File: config.mk
export PLATFORM = sky130hd
export DESIGN_NAME = rtcia_top
export DESIGN_NICKNAME = d
export VERILOG_FILES = /design/src/verilog/rtcia_pkg.sv /design/src/verilog/rtcia_cal_gen.sv /design/src/verilog/rtcia_top.sv
export SDC_FILE = /design/constraint.sdc
export NUM_CORES = 1
export LEC_CHECK = 0
export CAP_MARGIN = 40
export CELL_PAD_IN_SITES_DETAIL_PLACEMENT = 0
export CELL_PAD_IN_SITES_GLOBAL_PLACEMENT = 1
export CORE_MARGIN = 5
export CORE_UTILIZATION = 40
export CTS_BUF_LIST = sky130_fd_sc_hd__clkbuf_2 sky130_fd_sc_hd__clkbuf_4 sky130_fd_sc_hd__clkbuf_8
export CTS_CLUSTER_SIZE = 12
export DETAILED_ROUTE_END_ITERATION = 7
export DONT_BUFFER_PORTS = 1
export PLACE_DENSITY = 0.78
export SYNTH_ARGS = -nofsm -noshare
export SYNTH_HDL_FRONTEND = slang
export SYNTH_SLANG_ARGS = --single-unit
export TNS_END_PERCENT = 30
File: constraint.sdc
create_clock -name ref_clk -period 5.3 [get_ports ref_clk]
set_input_delay 0.53 -clock ref_clk [delete_from_list [all_inputs] [get_ports ref_clk]]
set_output_delay 0.53 -clock ref_clk [all_outputs]
set_load 0.02 [all_outputs]
File: src/verilog/rtcia_pkg.sv
// Purpose: shared constants for the clock interval timer, alarm and calibration output
// Assumes: 20 MHz reference clock, 8-bit special function register data
// Notes:   indirect register indexes are the pointer values software loads
package rtcia_pkg;

   // reference clock
   localparam int unsigned CLK_HZ         = 20_000_000;

   // indirect register indexes (pointer bits [4:0])
   localparam logic [4:0]  IDX_INTERVAL   = 5'h09;
   localparam logic [4:0]  IDX_AL_SECOND  = 5'h0A;
   localparam logic [4:0]  IDX_AL_MINUTE  = 5'h0B;
   localparam logic [4:0]  IDX_ALARM_HOUR_VALUE    = 5'h0C;
   localparam logic [4:0]  IDX_AL_WEEKDAY = 5'h0D;
   localparam logic [4:0]  IDX_ALARM_DATE_VALUE    = 5'h0E;
   localparam logic [4:0]  IDX_CAL_CFG    = 5'h0F;

   // reset values
   localparam logic [7:0]  RST_BYTE       = 8'h00;
   localparam logic [4:0]  RST_PTR        = 5'h00;

   // write key
   localparam logic [7:0]  KEY_VALUE      = 8'hEA;

   // pointer port fields
   localparam int unsigned PTR_WRITE_BIT  = 7;
   localparam int unsigned PTR_ADDR_MSB   = 4;

   // clock_config_one fields
   localparam int unsigned C1_ALARM_HIT   = 6;
   localparam int unsigned C1_BASE_MSB    = 5;
   localparam int unsigned C1_BASE_LSB    = 4;
   localparam int unsigned C1_SINGLE_SHOT = 3;
   localparam int unsigned C1_INT_HIT     = 2;
   localparam int unsigned C1_INT_ENABLE  = 1;

   // clock_config_two alarm field enables
   localparam int unsigned C2_SEC_ON      = 0;
   localparam int unsigned C2_MIN_ON      = 1;
   localparam int unsigned C2_HOUR_ON     = 2;
   localparam int unsigned C2_WDAY_ON     = 3;
   localparam int unsigned C2_DATE_ON     = 4;

   // cal_output_config fields
   localparam int unsigned CAL_DEEP_KEEP  = 7;
   localparam int unsigned CAL_GATE       = 6;
   localparam int unsigned CAL_CAL_FREQ_SELECT_MSB   = 5;
   localparam int unsigned CAL_CAL_FREQ_SELECT_LSB   = 4;
   localparam int unsigned CAL_ROUTE_MSB  = 3;
   localparam int unsigned CAL_ROUTE_A    = 0;

   // calibration output frequencies in hertz
   localparam int unsigned CAL_F0_HZ      = 1;
   localparam int unsigned CAL_F1_HZ      = 512;
   localparam int unsigned CAL_F2_HZ      = 500;
   localparam int unsigned CAL_F3_HZ      = 16_000;
   // half periods in reference cycles, rounded down
   localparam int unsigned CAL_HALF0      = CLK_HZ / (2 * CAL_F0_HZ);
   localparam int unsigned CAL_HALF1      = CLK_HZ / (2 * CAL_F1_HZ);
   localparam int unsigned CAL_HALF2      = CLK_HZ / (2 * CAL_F2_HZ);
   localparam int unsigned CAL_HALF3      = CLK_HZ / (2 * CAL_F3_HZ);
   localparam int unsigned CAL_CNT_W      = 24;

   // interval timebase codes
   typedef enum logic [1:0] {
      BASE_HTH  = 2'b00,
      BASE_SEC  = 2'b01,
      BASE_MIN  = 2'b10,
      BASE_HOUR = 2'b11
   } rtcia_base_t;

   // interval timer states
   typedef enum logic [1:0] {
      IV_IDLE = 2'b00,
      IV_RUN  = 2'b01,
      IV_HELD = 2'b10
   } rtcia_iv_state_t;

endpackage

File: src/verilog/rtcia_cal_gen.sv
// Purpose: square wave source for the calibration output
// Assumes: half periods given in reference clock cycles
// Notes:   the wave restarts low whenever it is disabled or the rate changes
`timescale 1ns/10ps
module rtcia_cal_gen
   import rtcia_pkg::*;
#(
   parameter int unsigned HALF0 = CAL_HALF0,
   parameter int unsigned HALF1 = CAL_HALF1,
   parameter int unsigned HALF2 = CAL_HALF2,
   parameter int unsigned HALF3 = CAL_HALF3
) (
   // clock and reset
   input  wire logic       ref_clk,
   input  wire logic       srst,
   // control
   input  wire logic       enable,
   input  wire logic [1:0] freqSel,
   // wave
   output logic            calWave
);

   logic [CAL_CNT_W-1:0] divCnt_reg;
   logic [CAL_CNT_W-1:0] divCnt_next;
   logic                 wave_reg;
   logic                 wave_next;
   logic [1:0]           selPrev_reg;
   logic [1:0]           selPrev_next;
   logic [CAL_CNT_W-1:0] halfLast;

   // last count of a half period for the chosen rate
   always_comb begin
      case (freqSel)
         2'b00:   halfLast = CAL_CNT_W'(HALF0 - 1);
         2'b01:   halfLast = CAL_CNT_W'(HALF1 - 1);
         2'b10:   halfLast = CAL_CNT_W'(HALF2 - 1);
         default: halfLast = CAL_CNT_W'(HALF3 - 1);
      endcase
   end

   // divider; a rate change restarts it so no runt half period lingers
   always_comb begin
      divCnt_next  = divCnt_reg + 1'b1;
      wave_next    = wave_reg;
      selPrev_next = freqSel;
      if (!enable || freqSel != selPrev_reg) begin
         divCnt_next = '0;
         wave_next   = 1'b0;
      end else if (divCnt_reg >= halfLast) begin
         divCnt_next = '0;
         wave_next   = ~wave_reg;
      end
   end

   always_ff @(posedge ref_clk) begin
      if (srst) begin
         divCnt_reg  <= '0;
         wave_reg    <= 1'b0;
         selPrev_reg <= 2'b00;
      end else begin
         divCnt_reg  <= divCnt_next;
         wave_reg    <= wave_next;
         selPrev_reg <= selPrev_next;
      end
   end

   assign calWave = wave_reg;

endmodule // rtcia_cal_gen

File: src/verilog/rtcia_top.sv
// Purpose: interval timer, calendar alarm and calibration output of the clock
// Assumes: timekeeping counters and their tick pulses come from outside
// Notes:   indirect registers are reached through pointer and data ports
//
// Functional notes
// - interval counter advances on the selected timebase tick, sets hit flag at target
// - interval counter is eight bits, so at most 256 ticks to the hit (target zero)
// - seconds field joins the alarm match only while its enable bit is set
// - minutes field joins the alarm match only while its enable bit is set
// - hours field joins the alarm match only while its enable bit is set
// - weekday field joins the alarm match only while its enable bit is set
// - date field joins the alarm match only while its enable bit is set
// - alarm hit flag sets only when every enabled field matches at once
// - a raised hit flag with interrupt enabled requests the clock interrupt
// - the output gate bit enables the calibration output on the routed pins
// - two-bit select picks 1 Hz, 512 Hz, 500 Hz or 16 kHz
// - each route bit drives its own pin when the gate is set, outside deepest power mode
// - in deepest power mode only pin a, needing keep bit and gate
// - after a hit the counter restarts, or is held when single shot
// - fast calibration codes clock the timekeeping 125 times faster
// - hit flags stay set until software clears them
`timescale 1ns/10ps
module rtcia_top
   import rtcia_pkg::*;
#(
   parameter int unsigned CNT_W = 8,
   parameter int unsigned HALF0 = CAL_HALF0,
   parameter int unsigned HALF1 = CAL_HALF1,
   parameter int unsigned HALF2 = CAL_HALF2,
   parameter int unsigned HALF3 = CAL_HALF3
) (
   // clock and reset
   input  wire logic       ref_clk,
   input  wire logic       srst,
   // pointer, data and key ports
   input  wire logic       keyWrEn,
   input  wire logic [7:0] keyWrData,
   input  wire logic       ptrWrEn,
   input  wire logic [7:0] ptrWrData,
   output logic [7:0]      ptrRdData,
   input  wire logic       dataWrEn,
   input  wire logic [7:0] dataWrData,
   output logic [7:0]      dataRdData,
   // configuration ports
   input  wire logic       cfg1WrEn,
   input  wire logic [7:0] cfg1WrData,
   output logic [7:0]      cfg1RdData,
   input  wire logic       cfg2WrEn,
   input  wire logic [7:0] cfg2WrData,
   output logic [7:0]      cfg2RdData,
   // live timekeeping
   input  wire logic       tickHth,
   input  wire logic       tickSec,
   input  wire logic       tickMin,
   input  wire logic       tickHour,
   input  wire logic [7:0] liveSecond,
   input  wire logic [7:0] liveMinute,
   input  wire logic [7:0] liveHour,
   input  wire logic [7:0] liveWeekday,
   input  wire logic [7:0] liveDate,
   // power and interrupt
   input  wire logic       deepestPowerMode,
   input  wire logic       clockIrqEnable,
   output logic            clockIrqPending,
   output logic            clockIrqRequest,
   // calibration output
   output logic            fastTimekeep,
   output logic [3:0]      calPinOut
);

   // indirect registers
   logic [7:0] intervalTarget_reg, intervalTarget_next;
   logic [7:0] alSecond_reg, alSecond_next;
   logic [7:0] alMinute_reg, alMinute_next;
   logic [7:0] alHour_reg, alHour_next;
   logic [7:0] alWeekday_reg, alWeekday_next;
   logic [7:0] alDate_reg, alDate_next;
   logic [7:0] calCfg_reg, calCfg_next;
   // pointer port state
   logic [4:0] ptrAddr_reg, ptrAddr_next;
   logic       ptrWrite_reg, ptrWrite_next;
   logic       keyArmed_reg, keyArmed_next;
   logic [7:0] dataRd_reg, dataRd_next;
   // configuration registers
   logic [7:0] cfg1_reg, cfg1_next;
   logic [4:0] cfg2_reg, cfg2_next;
   // interval timer, alarm and calibration pins
   rtcia_iv_state_t  ivState_reg, ivState_next;
   logic [CNT_W-1:0] ivCnt_reg, ivCnt_next;
   logic             alMatchPrev_reg, alMatchPrev_next;
   logic [3:0]       calPin_reg, calPin_next;
   // helpers
   logic             keyedWrite;
   logic             baseTick;
   logic             alarmMatch;
   logic             intervalHit;
   logic             alarmHit;
   logic             calWave;
   logic [CNT_W-1:0] ivCntInc;

   // one field compare, masked out when its enable is clear
   function automatic logic fieldOk(input logic on, input logic [7:0] al,
                                    input logic [7:0] live);
      fieldOk = !on || (al == live);
   endfunction

   // value of an indirect register; unmapped indexes read zero
   function automatic logic [7:0] regRead(input logic [4:0] idx);
      if (idx == IDX_INTERVAL) begin
         regRead = intervalTarget_reg;
      end else if (idx == IDX_AL_SECOND) begin
         regRead = alSecond_reg;
      end else if (idx == IDX_AL_MINUTE) begin
         regRead = alMinute_reg;
      end else if (idx == IDX_ALARM_HOUR_VALUE) begin
         regRead = alHour_reg;
      end else if (idx == IDX_AL_WEEKDAY) begin
         regRead = alWeekday_reg;
      end else if (idx == IDX_ALARM_DATE_VALUE) begin
         regRead = alDate_reg;
      end else if (idx == IDX_CAL_CFG) begin
         regRead = calCfg_reg;
      end else begin
         regRead = RST_BYTE;
      end
   endfunction

   // the key arms only the very next write; any other write disarms it
   assign keyedWrite = dataWrEn && ptrWrite_reg && keyArmed_reg;

   // pointer, key and indirect register writes
   always_comb begin
      ptrAddr_next        = ptrAddr_reg;
      ptrWrite_next       = ptrWrite_reg;
      keyArmed_next       = keyArmed_reg;
      intervalTarget_next = intervalTarget_reg;
      alSecond_next       = alSecond_reg;
      alMinute_next       = alMinute_reg;
      alHour_next         = alHour_reg;
      alWeekday_next      = alWeekday_reg;
      alDate_next         = alDate_reg;
      calCfg_next         = calCfg_reg;
      if (ptrWrEn) begin
         ptrAddr_next  = ptrWrData[PTR_ADDR_MSB:0];
         ptrWrite_next = ptrWrData[PTR_WRITE_BIT];
      end
      if (keyWrEn) begin
         keyArmed_next = (keyWrData == KEY_VALUE);
      end else if (ptrWrEn || dataWrEn || cfg1WrEn || cfg2WrEn) begin
         keyArmed_next = 1'b0;
      end
      if (keyedWrite) begin
         if (ptrAddr_reg == IDX_INTERVAL) begin
            intervalTarget_next = dataWrData;
         end else if (ptrAddr_reg == IDX_AL_SECOND) begin
            alSecond_next = dataWrData;
         end else if (ptrAddr_reg == IDX_AL_MINUTE) begin
            alMinute_next = dataWrData;
         end else if (ptrAddr_reg == IDX_ALARM_HOUR_VALUE) begin
            alHour_next = dataWrData;
         end else if (ptrAddr_reg == IDX_AL_WEEKDAY) begin
            alWeekday_next = dataWrData;
         end else if (ptrAddr_reg == IDX_ALARM_DATE_VALUE) begin
            alDate_next = dataWrData;
         end else if (ptrAddr_reg == IDX_CAL_CFG) begin
            calCfg_next = dataWrData;
         end
      end
      // read-back follows the pointer in the same cycle, register contents one cycle late
      dataRd_next = regRead(ptrAddr_next);
   end

   always_ff @(posedge ref_clk) begin
      if (srst) begin
         ptrAddr_reg        <= RST_PTR;
         ptrWrite_reg       <= 1'b0;
         keyArmed_reg       <= 1'b0;
         dataRd_reg         <= RST_BYTE;
         intervalTarget_reg <= RST_BYTE;
         alSecond_reg       <= RST_BYTE;
         alMinute_reg       <= RST_BYTE;
         alHour_reg         <= RST_BYTE;
         alWeekday_reg      <= RST_BYTE;
         alDate_reg         <= RST_BYTE;
         calCfg_reg         <= RST_BYTE;
      end else begin
         ptrAddr_reg        <= ptrAddr_next;
         ptrWrite_reg       <= ptrWrite_next;
         keyArmed_reg       <= keyArmed_next;
         dataRd_reg         <= dataRd_next;
         intervalTarget_reg <= intervalTarget_next;
         alSecond_reg       <= alSecond_next;
         alMinute_reg       <= alMinute_next;
         alHour_reg         <= alHour_next;
         alWeekday_reg      <= alWeekday_next;
         alDate_reg         <= alDate_next;
         calCfg_reg         <= calCfg_next;
      end
   end

   // timebase tick picked by the base select field
   always_comb begin
      case (rtcia_base_t'(cfg1_reg[C1_BASE_MSB:C1_BASE_LSB]))
         BASE_HTH:  baseTick = tickHth;
         BASE_SEC:  baseTick = tickSec;
         BASE_MIN:  baseTick = tickMin;
         default:   baseTick = tickHour;
      endcase
   end

   // eight-bit count wraps, so a target of zero gives the widest span of 256 ticks
   assign ivCntInc = ivCnt_reg + 1'b1;

   // interval timer; a hit happens only on a tick and repeats unless single shot holds it
   always_comb begin
      ivState_next = ivState_reg;
      ivCnt_next   = ivCnt_reg;
      intervalHit  = 1'b0;
      case (ivState_reg)
         IV_IDLE: begin
            ivCnt_next = '0;
            if (cfg1_reg[C1_INT_ENABLE]) begin
               ivState_next = IV_RUN;
            end
         end
         IV_RUN: begin
            if (!cfg1_reg[C1_INT_ENABLE]) begin
               ivState_next = IV_IDLE;
               ivCnt_next   = '0;
            end else if (baseTick) begin
               ivCnt_next = ivCntInc;
               if (ivCntInc == intervalTarget_reg[CNT_W-1:0]) begin
                  intervalHit = 1'b1;
                  ivCnt_next  = '0;
                  if (cfg1_reg[C1_SINGLE_SHOT]) begin
                     ivState_next = IV_HELD;
                  end
               end
            end
         end
         IV_HELD: begin
            ivCnt_next = '0;
            if (!cfg1_reg[C1_INT_ENABLE]) begin
               ivState_next = IV_IDLE;
            end
         end
         default: begin
            ivState_next = IV_IDLE;
            ivCnt_next   = '0;
         end
      endcase
   end

   // all enabled fields must agree; with none enabled there is no alarm
   assign alarmMatch = (|cfg2_reg)
                       && fieldOk(cfg2_reg[C2_SEC_ON], alSecond_reg, liveSecond)
                       && fieldOk(cfg2_reg[C2_MIN_ON], alMinute_reg, liveMinute)
                       && fieldOk(cfg2_reg[C2_HOUR_ON], alHour_reg, liveHour)
                       && fieldOk(cfg2_reg[C2_WDAY_ON], alWeekday_reg, liveWeekday)
                       && fieldOk(cfg2_reg[C2_DATE_ON], alDate_reg, liveDate);
   // edge of the match, so a cleared flag is not set again in the same second
   assign alarmHit         = alarmMatch && !alMatchPrev_reg;
   assign alMatchPrev_next = alarmMatch;

   // configuration registers; hardware set wins over a software clear
   always_comb begin
      cfg1_next = cfg1_reg;
      cfg2_next = cfg2_reg;
      if (cfg1WrEn) begin
         cfg1_next = cfg1WrData;
         // flags can only be cleared by software, writing one keeps them
         cfg1_next[C1_ALARM_HIT] = cfg1_reg[C1_ALARM_HIT] && cfg1WrData[C1_ALARM_HIT];
         cfg1_next[C1_INT_HIT]   = cfg1_reg[C1_INT_HIT] && cfg1WrData[C1_INT_HIT];
      end
      if (cfg2WrEn) begin
         cfg2_next = cfg2WrData[C2_DATE_ON:0];
      end
      if (alarmHit) begin
         cfg1_next[C1_ALARM_HIT] = 1'b1;
      end
      if (intervalHit) begin
         cfg1_next[C1_INT_HIT] = 1'b1;
      end
   end

   always_ff @(posedge ref_clk) begin
      if (srst) begin
         cfg1_reg        <= RST_BYTE;
         cfg2_reg        <= RST_PTR;
         ivState_reg     <= IV_IDLE;
         ivCnt_reg       <= '0;
         alMatchPrev_reg <= 1'b0;
      end else begin
         cfg1_reg        <= cfg1_next;
         cfg2_reg        <= cfg2_next;
         ivState_reg     <= ivState_next;
         ivCnt_reg       <= ivCnt_next;
         alMatchPrev_reg <= alMatchPrev_next;
      end
   end

   // calibration square wave, only running while the gate is set
   rtcia_cal_gen #(
      .HALF0 (HALF0),
      .HALF1 (HALF1),
      .HALF2 (HALF2),
      .HALF3 (HALF3)
   ) u_cal_gen (
      .ref_clk (ref_clk),
      .srst    (srst),
      .enable  (calCfg_reg[CAL_GATE]),
      .freqSel (calCfg_reg[CAL_CAL_FREQ_SELECT_MSB:CAL_CAL_FREQ_SELECT_LSB]),
      .calWave (calWave)
   );

   // pin routing; deepest power mode leaves only pin a, and only if kept
   always_comb begin
      calPin_next = '0;
      if (calCfg_reg[CAL_GATE] && calWave) begin
         if (deepestPowerMode) begin
            calPin_next[CAL_ROUTE_A] = calCfg_reg[CAL_DEEP_KEEP];
         end else begin
            calPin_next = calCfg_reg[CAL_ROUTE_MSB:CAL_ROUTE_A];
         end
      end
   end

   always_ff @(posedge ref_clk) begin
      if (srst) begin
         calPin_reg <= '0;
      end else begin
         calPin_reg <= calPin_next;
      end
   end

   // outputs
   assign calPinOut       = calPin_reg;
   assign fastTimekeep    = calCfg_reg[CAL_CAL_FREQ_SELECT_MSB];
   assign clockIrqPending = cfg1_reg[C1_ALARM_HIT] || cfg1_reg[C1_INT_HIT];
   assign clockIrqRequest = clockIrqPending && clockIrqEnable;
   assign ptrRdData       = {ptrWrite_reg, 2'b00, ptrAddr_reg};
   assign dataRdData      = dataRd_reg;
   assign cfg1RdData      = cfg1_reg;
   assign cfg2RdData      = {3'b000, cfg2_reg};

endmodule // rtcia_top

==> results.json, run 1 <==
{
  "die_h_um": 138,
  "antenna_violating_nets_post_route": 0,
  "insertion_delay_ns": 0.45,
  "power.density_cell_area_nw_per_um2": 267,
  "slowest_stage_delay_on_critical_path_ns": 0.62,
  "report.final.slew_viol_count": 0,
  "detailroute.via_count": 5163,
  "synth_cells": 723,
  "ys_ff_latch": 126,
  "cts_root_buf": "clkbuf_8",
  "critPathTopFamily": "simple AND/OR/NAND/NOR gates",
  "net-switching-power_mw": 0.458,
  "slew_headroom": 0.400,
  "multi_input_comb_area_um2": 3810,
  "combinationalPowerShare": 0.050,
  "grt_setup_unrepaired": "no",
  "routabilityCongestion": 0.822,
  "top_level_ports": 132,
  "synth-seq-area-share": 0.383,
  "clk_pin_slew_worst_paths_ns": 0.07,
  "drive_above_1_share": 0.0735,
  "antenna_found_initial": 0,
  "largest_register_ffs": 24,
  "grt_pass1_vias": 5091,
  "final_core_utilization": 0.436,
  "post-route-cell-area_um2": 7130,
  "drt-initial-drc-count": 328,
  "hp-class": "primary input to flip-flop",
  "post_synthesis_instance_area_um2": 6590,
  "post_cts_resized": 0,
  "grt_remaining_overflow": 0,
  "final.min_clock_period_ns": 3.35,
  "first_pass_iters": 5,
  "timing_worst_setup_path_type": "flip-flop to flip-flop",
  "timing.critical_path.slowest_stage_cell": "dfxtp_1",
  "place.detailed.hpwl_um": 13100,
  "timing.clock.skew_ns": 0.0100,
  "leakagePower_nw": 2.78,
  "antennaDiodeCount": 0,
  "worstSetupStartpointType": "flip-flop",
  "floorplan.initialDensity": 0.403,
  "grt_max_degree": 90,
  "synthesized_area_per_cell_um2": 9.11,
  "postSynth.asyncResetShare": 0,
  "ctsLongestPathBuffers": 2,
  "design.die.area_um2": 19100,
  "synth_edf_count": 0,
  "critical_path.n_buffers_inverters": 3,
  "route.detailed.vias_per_inst": 5.49,
  "sinks_on_the_clock_net": 126,
  "vdd_drop_max_mv": 0.114,
  "synth_top_flop_cell": "dfxtp_1",
  "avgRoutedWirePerCell_um": 18.6,
  "crit_arrival_ns": 3.68,
  "fin_tns_setup_ns": 0,
  "switching_share": 0.241,
  "cts_made_buffers": 17,
  "netlist-cell-type-count": 64,
  "die_extent_in_x_um": 138,
  "placementRows": 47,
  "clock_power_share": 0.434,
  "p_int_mw": 1.44,
  "clock_tree_from_tritoncts": "done",
  "fmax_mhz": 298,
  "count_of_filler_cells_inserted_in_the_layout": 1616,
  "ys.warnings.count": 0,
  "design.final.nets": 824,
  "seq_power_share": 0.516,
  "seqCellArea_um2": 2520,
  "drc": 0,
  "worstPathCellList": "inv_1, ha_1, inv_1, ha_1, nor4bb_1, and4_1, nand4_1, o211ai_2, buf_4, mux2_2",
  "crit_path_max_fanout": 15,
  "worst_ep_required_time_ns": 5.63,
  "area_growth_pct": 8.19,
  "period_share": 0.632,
  "core_um2": 16300,
  "grt.total_usage": 0.181,
  "routed_wl_um": 17500,
  "worst_hold_slack_ns": 0.153,
  "drv_cap": 0,
  "grt_first_pass_wirelength_um": 27600,
  "placed_standard_cell_area_um2": 6740,
  "worst_slew_pin_slew_ns": 0.891,
  "cts-htree-levels": 4,
  "setup_viol": 0,
  "outcome": "complete, no violations",
  "placement.io_buffers": 0,
  "crit_path_end_kind": "flip-flop",
  "hold_violations": 0,
  "hold_buffers": 0,
  "cts_post_setup_buffers_inserted": 0
}
==> cells by family after synthesis <==
family	count (synthesis)	share of synthesized area
muxes	80	0.124
buffers and inverters	59	0.0424
DFF	126	0.383
xor gates and xnor gates	77	0.102
and+or+nand+nor	273	0.211
adders and majority gates	22	0.0418
other	1	0.000569
AOI/OAI and AO/OA	85	0.0950
==> per-stage QoR <==
stage               setup WS, ns  total power [mW]  cells
floorplan                   2.84              1.09    727
global placement            2.07              1.09    908
detailed placement          1.96              1.10    910
CTS                         1.95              1.92    941
global route                1.78              1.98    941
finish                      1.95              1.90    941
==> synthesized netlist by cell type, drive strengths merged (4+ instances only) <==
master / n / area, um2
a211o: 8 / 70.1
a211oi: 10 / 90.1
nor3: 47 / 235
nor3b: 9 / 72.6
a311oi: 4 / 35.0
nand3: 17 / 85.1
or3: 4 / 25.0
and2: 7 / 46.3
clkbuf: 22 / 85.1
o22ai: 9 / 56.3
mux2i: 78 / 785
dfxtp: 126 / 2520
ha: 22 / 275
a2bb2oi: 6 / 52.6
nor4: 11 / 83.8
o21ai: 16 / 80.1
inv: 16 / 60.1
buf: 21 / 134
xor2: 29 / 254
nand4: 13 / 81.3
nor2b: 5 / 31.3
a21oi: 9 / 45.0
and3: 7 / 43.8
xnor2: 48 / 420
nand2: 23 / 86.3
nor2: 105 / 397
nand3b: 9 / 67.6
==> routing by layer <==
metal	wire length, um	vias up	track usage
li1	-	2535	-
met1	7570	2449	0.218
met2	8480	143	0.299
met3	854	36	0.0521
met4	593	0	0.0832
met5	0	-	0
==> worst paths after layout <==
check | startpoint | end | slack [ns] | depth (start not counted)
max reg2reg | calCfg_reg[5] | u_cal_gen.calWave | 1.95 | 10
min | srst | cfg1RdData[0] | 0.15 | 1
min reg2reg | alMatchPrev_reg | cfg1RdData[6] | 0.43 | 1
max | calCfg_reg[5] | u_cal_gen.calWave | 1.95 | 10
==> area by class of cell <==
type                            instances  share of cell area
Multi-Input combinational cell        542               0.535
Sequential cell                       126               0.354
Tap cell                              220              0.0386
Clock buffer                           20              0.0377
Clock inverter                         11              0.0165
Inverter                               16             0.00843
Timing Repair Buffer                    6              0.0102
==> cells in the final DEF, fill, tap and decap left out, types with 4 or more instances in the layout <==
cell type,count
nor4_1,10
nor2b_1,5
nor3_1,47
clkinv_2,5
xor2_1,29
or3_1,4
nor3b_1,8
and3_1,7
o21ai_0,16
a311oi_1,4
and2_1,6
buf_4,4
nand3b_1,9
nand2_1,23
a21oi_1,9
a2bb2oi_1,6
a211o_1,8
inv_1,16
conb_1,5
xnor2_1,48
clkbuf_8,19
mux2i_1,77
a211oi_1,7
o22ai_1,9
nand4_1,13
nand3_1,17
nor2_1,104
dfxtp_1,126
ha_1,22
==> power groups by stage <==
| stage | clock (mW) | combinational [mW] | sequential [mW] |
|---|---|---|---|
| after detailed placement | 0 | 0.0933 | 1.00 |
| after global placement | 0 | 0.0887 | 1.00 |
| after floorplan | 0 | 0.0955 | 0.997 |
| final | 0.825 | 0.0943 | 0.982 |
| after global routing | 0.891 | 0.103 | 0.983 |
| after CTS | 0.843 | 0.0937 | 0.982 |
(Power assumes the default switching activity.)
==> run 2: changes to the inputs <==
--- a/config.mk
+++ b/config.mk
@@ -14,7 +14,7 @@
 export CTS_CLUSTER_SIZE = 12
 export DETAILED_ROUTE_END_ITERATION = 7
 export DONT_BUFFER_PORTS = 1
-export PLACE_DENSITY = 0.78
+export PLACE_DENSITY = 0.81
 export SYNTH_ARGS = -nofsm -noshare
 export SYNTH_HDL_FRONTEND = slang
 export SYNTH_SLANG_ARGS = --single-unit
==> constraint.sdc (replaced) <==
create_clock -name ref_clk -period 2.9 [get_ports ref_clk]
set_input_delay 0.29 -clock ref_clk [delete_from_list [all_inputs] [get_ports ref_clk]]
set_output_delay 0.29 -clock ref_clk [all_outputs]
set_load 0.02 [all_outputs]
==> results.json, run 2 (same netlist as run 1, synthesis figures left out) <==
{
  "setup_viol": 0,
  "design.die.area_um2": 19100,
  "finalNonFillerCells": 984,
  "design.final.nets": 866,
  "largest_register_ffs": 24,
  "slew_headroom": 0.423,
  "die_extent_in_x_um": 138,
  "routabilityCongestion": 0.890,
  "report.final.slew_viol_count": 0,
  "grt_first_pass_wirelength_um": 29500,
  "worst_slew_pin_slew_ns": 0.857,
  "area_growth_pct": 14.3,
  "hold_violations": 0,
  "fin_tns_setup_ns": 0,
  "worst_hold_slack_ns": 0.0192,
  "mostFrequentLayoutCell": "dfxtp_1",
  "net-switching-power_mw": 0.860,
  "cts_root_buf": "clkbuf_8",
  "worstSetupStartpointType": "flip-flop",
  "drc": 0,
  "fmax_mhz": 374,
  "first_pass_iters": 5,
  "crit_path_max_fanout": 10,
  "sinks_on_the_clock_net": 126,
  "most-common-layout-cells": "dfxtp_1 (126), nor2_1 (104), mux2i_1 (77)",
  "cts_made_buffers": 17,
  "placementRows": 47,
  "outcome": "complete, no violations",
  "crit_path_end_kind": "flip-flop",
  "hold_buffers": 36,
  "dp_cells": 915,
  "core_um2": 16300,
  "grt_remaining_overflow": 0,
  "drive_above_1_share": 0.0785,
  "timing_worst_setup_path_type": "flip-flop to flip-flop",
  "switching_share": 0.244,
  "insertion_delay_ns": 0.45,
  "hp-class": "primary input to flip-flop",
  "timing.clock.skew_ns": 0.00714,
  "placement.io_buffers": 0,
  "antenna_violating_nets_post_route": 0,
  "total_power_mw": 3.53,
  "grt_setup_unrepaired": "no",
  "final.min_clock_period_ns": 2.67,
  "routed_wl_um": 18400,
  "power.density_cell_area_nw_per_um2": 468,
  "route.detailed.vias_per_inst": 5.52,
  "antennaDiodeCount": 0,
  "cts-htree-levels": 4,
  "crit_arrival_ns": 3.01,
  "period_share": 0.921,
  "clock_power_share": 0.417,
  "floorplan.initialDensity": 0.403,
  "clock_tree_from_tritoncts": "done",
  "grt.total_usage": 0.190,
  "post_cts_resized": 0,
  "clk_pin_slew_worst_paths_ns": 0.07,
  "count_of_filler_cells_inserted_in_the_layout": 1585,
  "combinationalPowerShare": 0.073,
  "cts_post_setup_buffers_inserted": 0,
  "grt_pass1_vias": 5468,
  "leakagePower_nw": 2.96,
  "vdd_drop_max_mv": 0.260,
  "ctsLongestPathBuffers": 2,
  "place.detailed.hpwl_um": 13200,
  "worst_ep_required_time_ns": 3.24,
  "seq_power_share": 0.509,
  "antenna_found_initial": 0,
  "detailroute.via_count": 5433,
  "die_h_um": 138,
  "drt-initial-drc-count": 333,
  "top_level_ports": 132,
  "avgRoutedWirePerCell_um": 18.7,
  "drv_cap": 0,
  "p_int_mw": 2.67,
  "grt_max_degree": 85
}
-- run 2: cell type report --
cell class,instances,area [um2],area share
Clock inverter,7,60.1,0.00798
Tap cell,220,275,0.0366
Sequential cell,126,2520,0.335
Timing Repair Buffer,48,483,0.0641
Multi-Input combinational cell,542,3810,0.506
Clock buffer,25,319,0.0424
Inverter,16,60.1,0.00798
-- run 2: path summary, 6_finish.rpt --
| kind | startpoint | end | slack, ns | cells past startpoint |
|---|---|---|---|---|
| max | calCfg_reg[4] | u_cal_gen.calWave | 0.23 | 9 |
| min | dataWrData[2] | alSecond_reg[2] | 0.02 | 2 |
| max reg2reg | calCfg_reg[4] | u_cal_gen.calWave | 0.23 | 9 |
| min reg2reg | alMatchPrev_reg | cfg1RdData[6] | 0.42 | 1 |
-- run 2: per-layer routing --
layer	part of all wire	GRT usage
met1	0.41	0.221
met2	0.50	0.332
met3	0.053	0.0439
met4	0.036	0.0868
met5	0	0
-- run 2: stage by stage --
stage / worst slack, ns / util / cell area, um2
global placement: 0.350 / 0.413 / 6760
finish: 0.228 / 0.461 / 7530
global route: 0.0489 / 0.461 / 7530
detailed placement: 0.246 / 0.414 / 6760
floorplan: 0.435 / - / 6600
CTS: 0.225 / 0.460 / 7520
-- run 2: power groups by stage --
stage                     logic (mW)  clock network [mW]  registers (mW)
final                          0.258                1.47            1.80
after global placement         0.166                   0            1.83
after global routing           0.277                1.57            1.80
after floorplan                0.174                   0            1.82
after detailed placement       0.169                   0            1.83
after CTS                      0.251                1.48            1.80
-- run 2: worst max-delay path: stages (launching register included) --
cell and delay (ns):
dfxtp_1 0.31, inv_1 0.11, ha_1 0.18, inv_1 0.10
ha_1 0.28, nor4bb_1 0.35, and4_1 0.24, nand4_1 0.11
o211ai_2 0.47, mux2_2 0.40
==> run 3: changes to the inputs <==
--- a/config.mk
+++ b/config.mk
@@ -10,7 +10,6 @@
 export CELL_PAD_IN_SITES_GLOBAL_PLACEMENT = 1
 export CORE_MARGIN = 5
 export CORE_UTILIZATION = 40
-export CTS_BUF_LIST = sky130_fd_sc_hd__clkbuf_2 sky130_fd_sc_hd__clkbuf_4 sky130_fd_sc_hd__clkbuf_8
 export CTS_CLUSTER_SIZE = 12
 export DETAILED_ROUTE_END_ITERATION = 7
 export DONT_BUFFER_PORTS = 1
==> results.json, run 3 (same netlist as run 1, synthesis figures left out) <==
{
  "outcome": "complete, no violations",
  "cts_root_buf": "clkbuf_16",
  "rr_startpoint": "calCfg_reg[4]",
  "final_core_utilization": 0.449,
  "grt_pass1_vias": 5286,
  "placementRows": 47,
  "worst_slew_pin_slew_ns": 0.850,
  "insertion_delay_ns": 0.42,
  "floorplan.initialDensity": 0.403,
  "grt_setup_unrepaired": "no",
  "mostFrequentLayoutCell": "dfxtp_1",
  "drive_above_1_share": 0.0769,
  "leakagePower_nw": 2.89,
  "timing.rr.end": "u_cal_gen.calWave",
  "die_h_um": 138,
  "drt-initial-drc-count": 336,
  "total_power_mw": 3.98,
  "drc": 0,
  "antenna_found_initial": 0,
  "fmax_mhz": 374,
  "antennaDiodeCount": 0,
  "final.min_clock_period_ns": 2.68,
  "crit_path_max_fanout": 10,
  "design.die.area_um2": 19100,
  "worstSetupStartpointType": "flip-flop",
  "power.density_cell_area_nw_per_um2": 542,
  "crit_path_end_kind": "flip-flop",
  "period_share": 0.923,
  "antenna_violating_nets_post_route": 0,
  "clock_tree_from_tritoncts": "done",
  "worst_setup_path_endpoint": "u_cal_gen.calWave",
  "largest_register_ffs": 24,
  "cts_made_buffers": 17,
  "most-common-layout-cells": "dfxtp_1 (126), nor2_1 (104), mux2i_1 (77)",
  "multi_input_comb_area_um2": 3810,
  "top_level_ports": 132,
  "routed_wl_um": 17600,
  "timing.clock.skew_ns": 0.00943,
  "grt_first_pass_wirelength_um": 28400,
  "finalNonFillerCells": 948,
  "count_of_filler_cells_inserted_in_the_layout": 1602,
  "first_pass_iters": 7,
  "setup.reg_to_reg.worst_slack_ns": 0.22,
  "worst_ep_required_time_ns": 3.20,
  "worst_hold_slack_ns": 0.0206,
  "dp_cells": 915,
  "sinks_on_the_clock_net": 126,
  "hp-class": "primary input to flip-flop",
  "grt.total_usage": 0.184,
  "report.final.slew_viol_count": 0,
  "crit_arrival_ns": 2.98,
  "grt_remaining_overflow": 0,
  "routabilityCongestion": 0.890,
  "area_growth_pct": 11.5,
  "hold_violations": 0,
  "drv_cap": 0,
  "grt_max_degree": 85,
  "slew_headroom": 0.427,
  "place.detailed.hpwl_um": 13200,
  "clk_pin_slew_worst_paths_ns": 0.05,
  "die_extent_in_x_um": 138,
  "crit_start": "calCfg_reg[4]",
  "setup_viol": 0,
  "core_um2": 16300,
  "vdd_drop_max_mv": 0.359,
  "timing_worst_setup_path_type": "flip-flop to flip-flop",
  "ctsLongestPathBuffers": 2,
  "post_cts_resized": 0,
  "placement.io_buffers": 0,
  "cts-htree-levels": 4,
  "seqCellArea_um2": 2520,
  "avgRoutedWirePerCell_um": 18.6,
  "cts_post_setup_buffers_inserted": 0,
  "fin_tns_setup_ns": 0,
  "timing.hold.worst.start": "cfg2WrData[1]",
  "design.final.nets": 830,
  "detailroute.via_count": 5237,
  "route.detailed.vias_per_inst": 5.52,
  "hold_buffers": 1,
  "worst-r2r-cell-count": 9
}
==> run 3: cell types whose count changed in the layout (fill, tap and decap cells not counted), sizes merged <==
cell         delta
dlygate4sd3    -36
==> run 3: how the worst min path moves through the flow <==
stage | end | slack [ns] | cells past startpoint
final | cfg2_reg[1] | 0.02 | 2
after global routing | alHour_reg[6] | 0.009 | 2
after CTS | ptrAddr_reg[3] | 0.009 | 2
after detailed placement | cfg1RdData[5] | 0.37 | 1
after global placement | cfg1RdData[1] | 0.37 | 1
after floorplan | cfg1RdData[6] | 0.39 | 1
==> run 3: final cells by class <==
class,count,area share
sequential,126,0.343
clock inverter,7,0.00818
tap,220,0.0375
timing repair buffer,12,0.0167
multi-input combinational,542,0.519
inverter,16,0.00818
clock buffer,25,0.0675
==> run 3: where the power goes <==
part / switching, mW / leakage [nW] / internal [mW]
registers: 0.0456 / 1.02 / 1.75
logic: 0.109 / 1.59 / 0.0830
clock network: 0.735 / 0.281 / 1.26
==> run 3: through the flow <==
| step | instance area [um2] | setup slack, ns |
|---|---|---|
| final | 7350 | 0.223 |
| after global routing | 7350 | 0.0536 |
| after CTS | 7350 | 0.229 |
| after floorplan | 6600 | 0.435 |
| after global placement | 6760 | 0.350 |
| after detailed placement | 6760 | 0.246 |
==> run 3: per-layer routing <==
metal  share of wire  vias to the layer above  wire length (um)  global-route usage
met5               0                        -                 0                   0
met4           0.021                        0               374              0.0567
met3           0.049                       30               864              0.0573
met2            0.51                      140              9010               0.326
met1            0.42                     2517              7390               0.213
li1                -                     2550                 -                   -
==> run 3: critical path, cell delays in order, from the launching register on <==
cell and delay (ns):
dfxtp_1 0.30, inv_1 0.12, ha_1 0.18, inv_1 0.10, ha_1 0.28, nor4bb_1 0.35
and4_1 0.24, nand4_1 0.11, o211ai_2 0.48, mux2_2 0.40
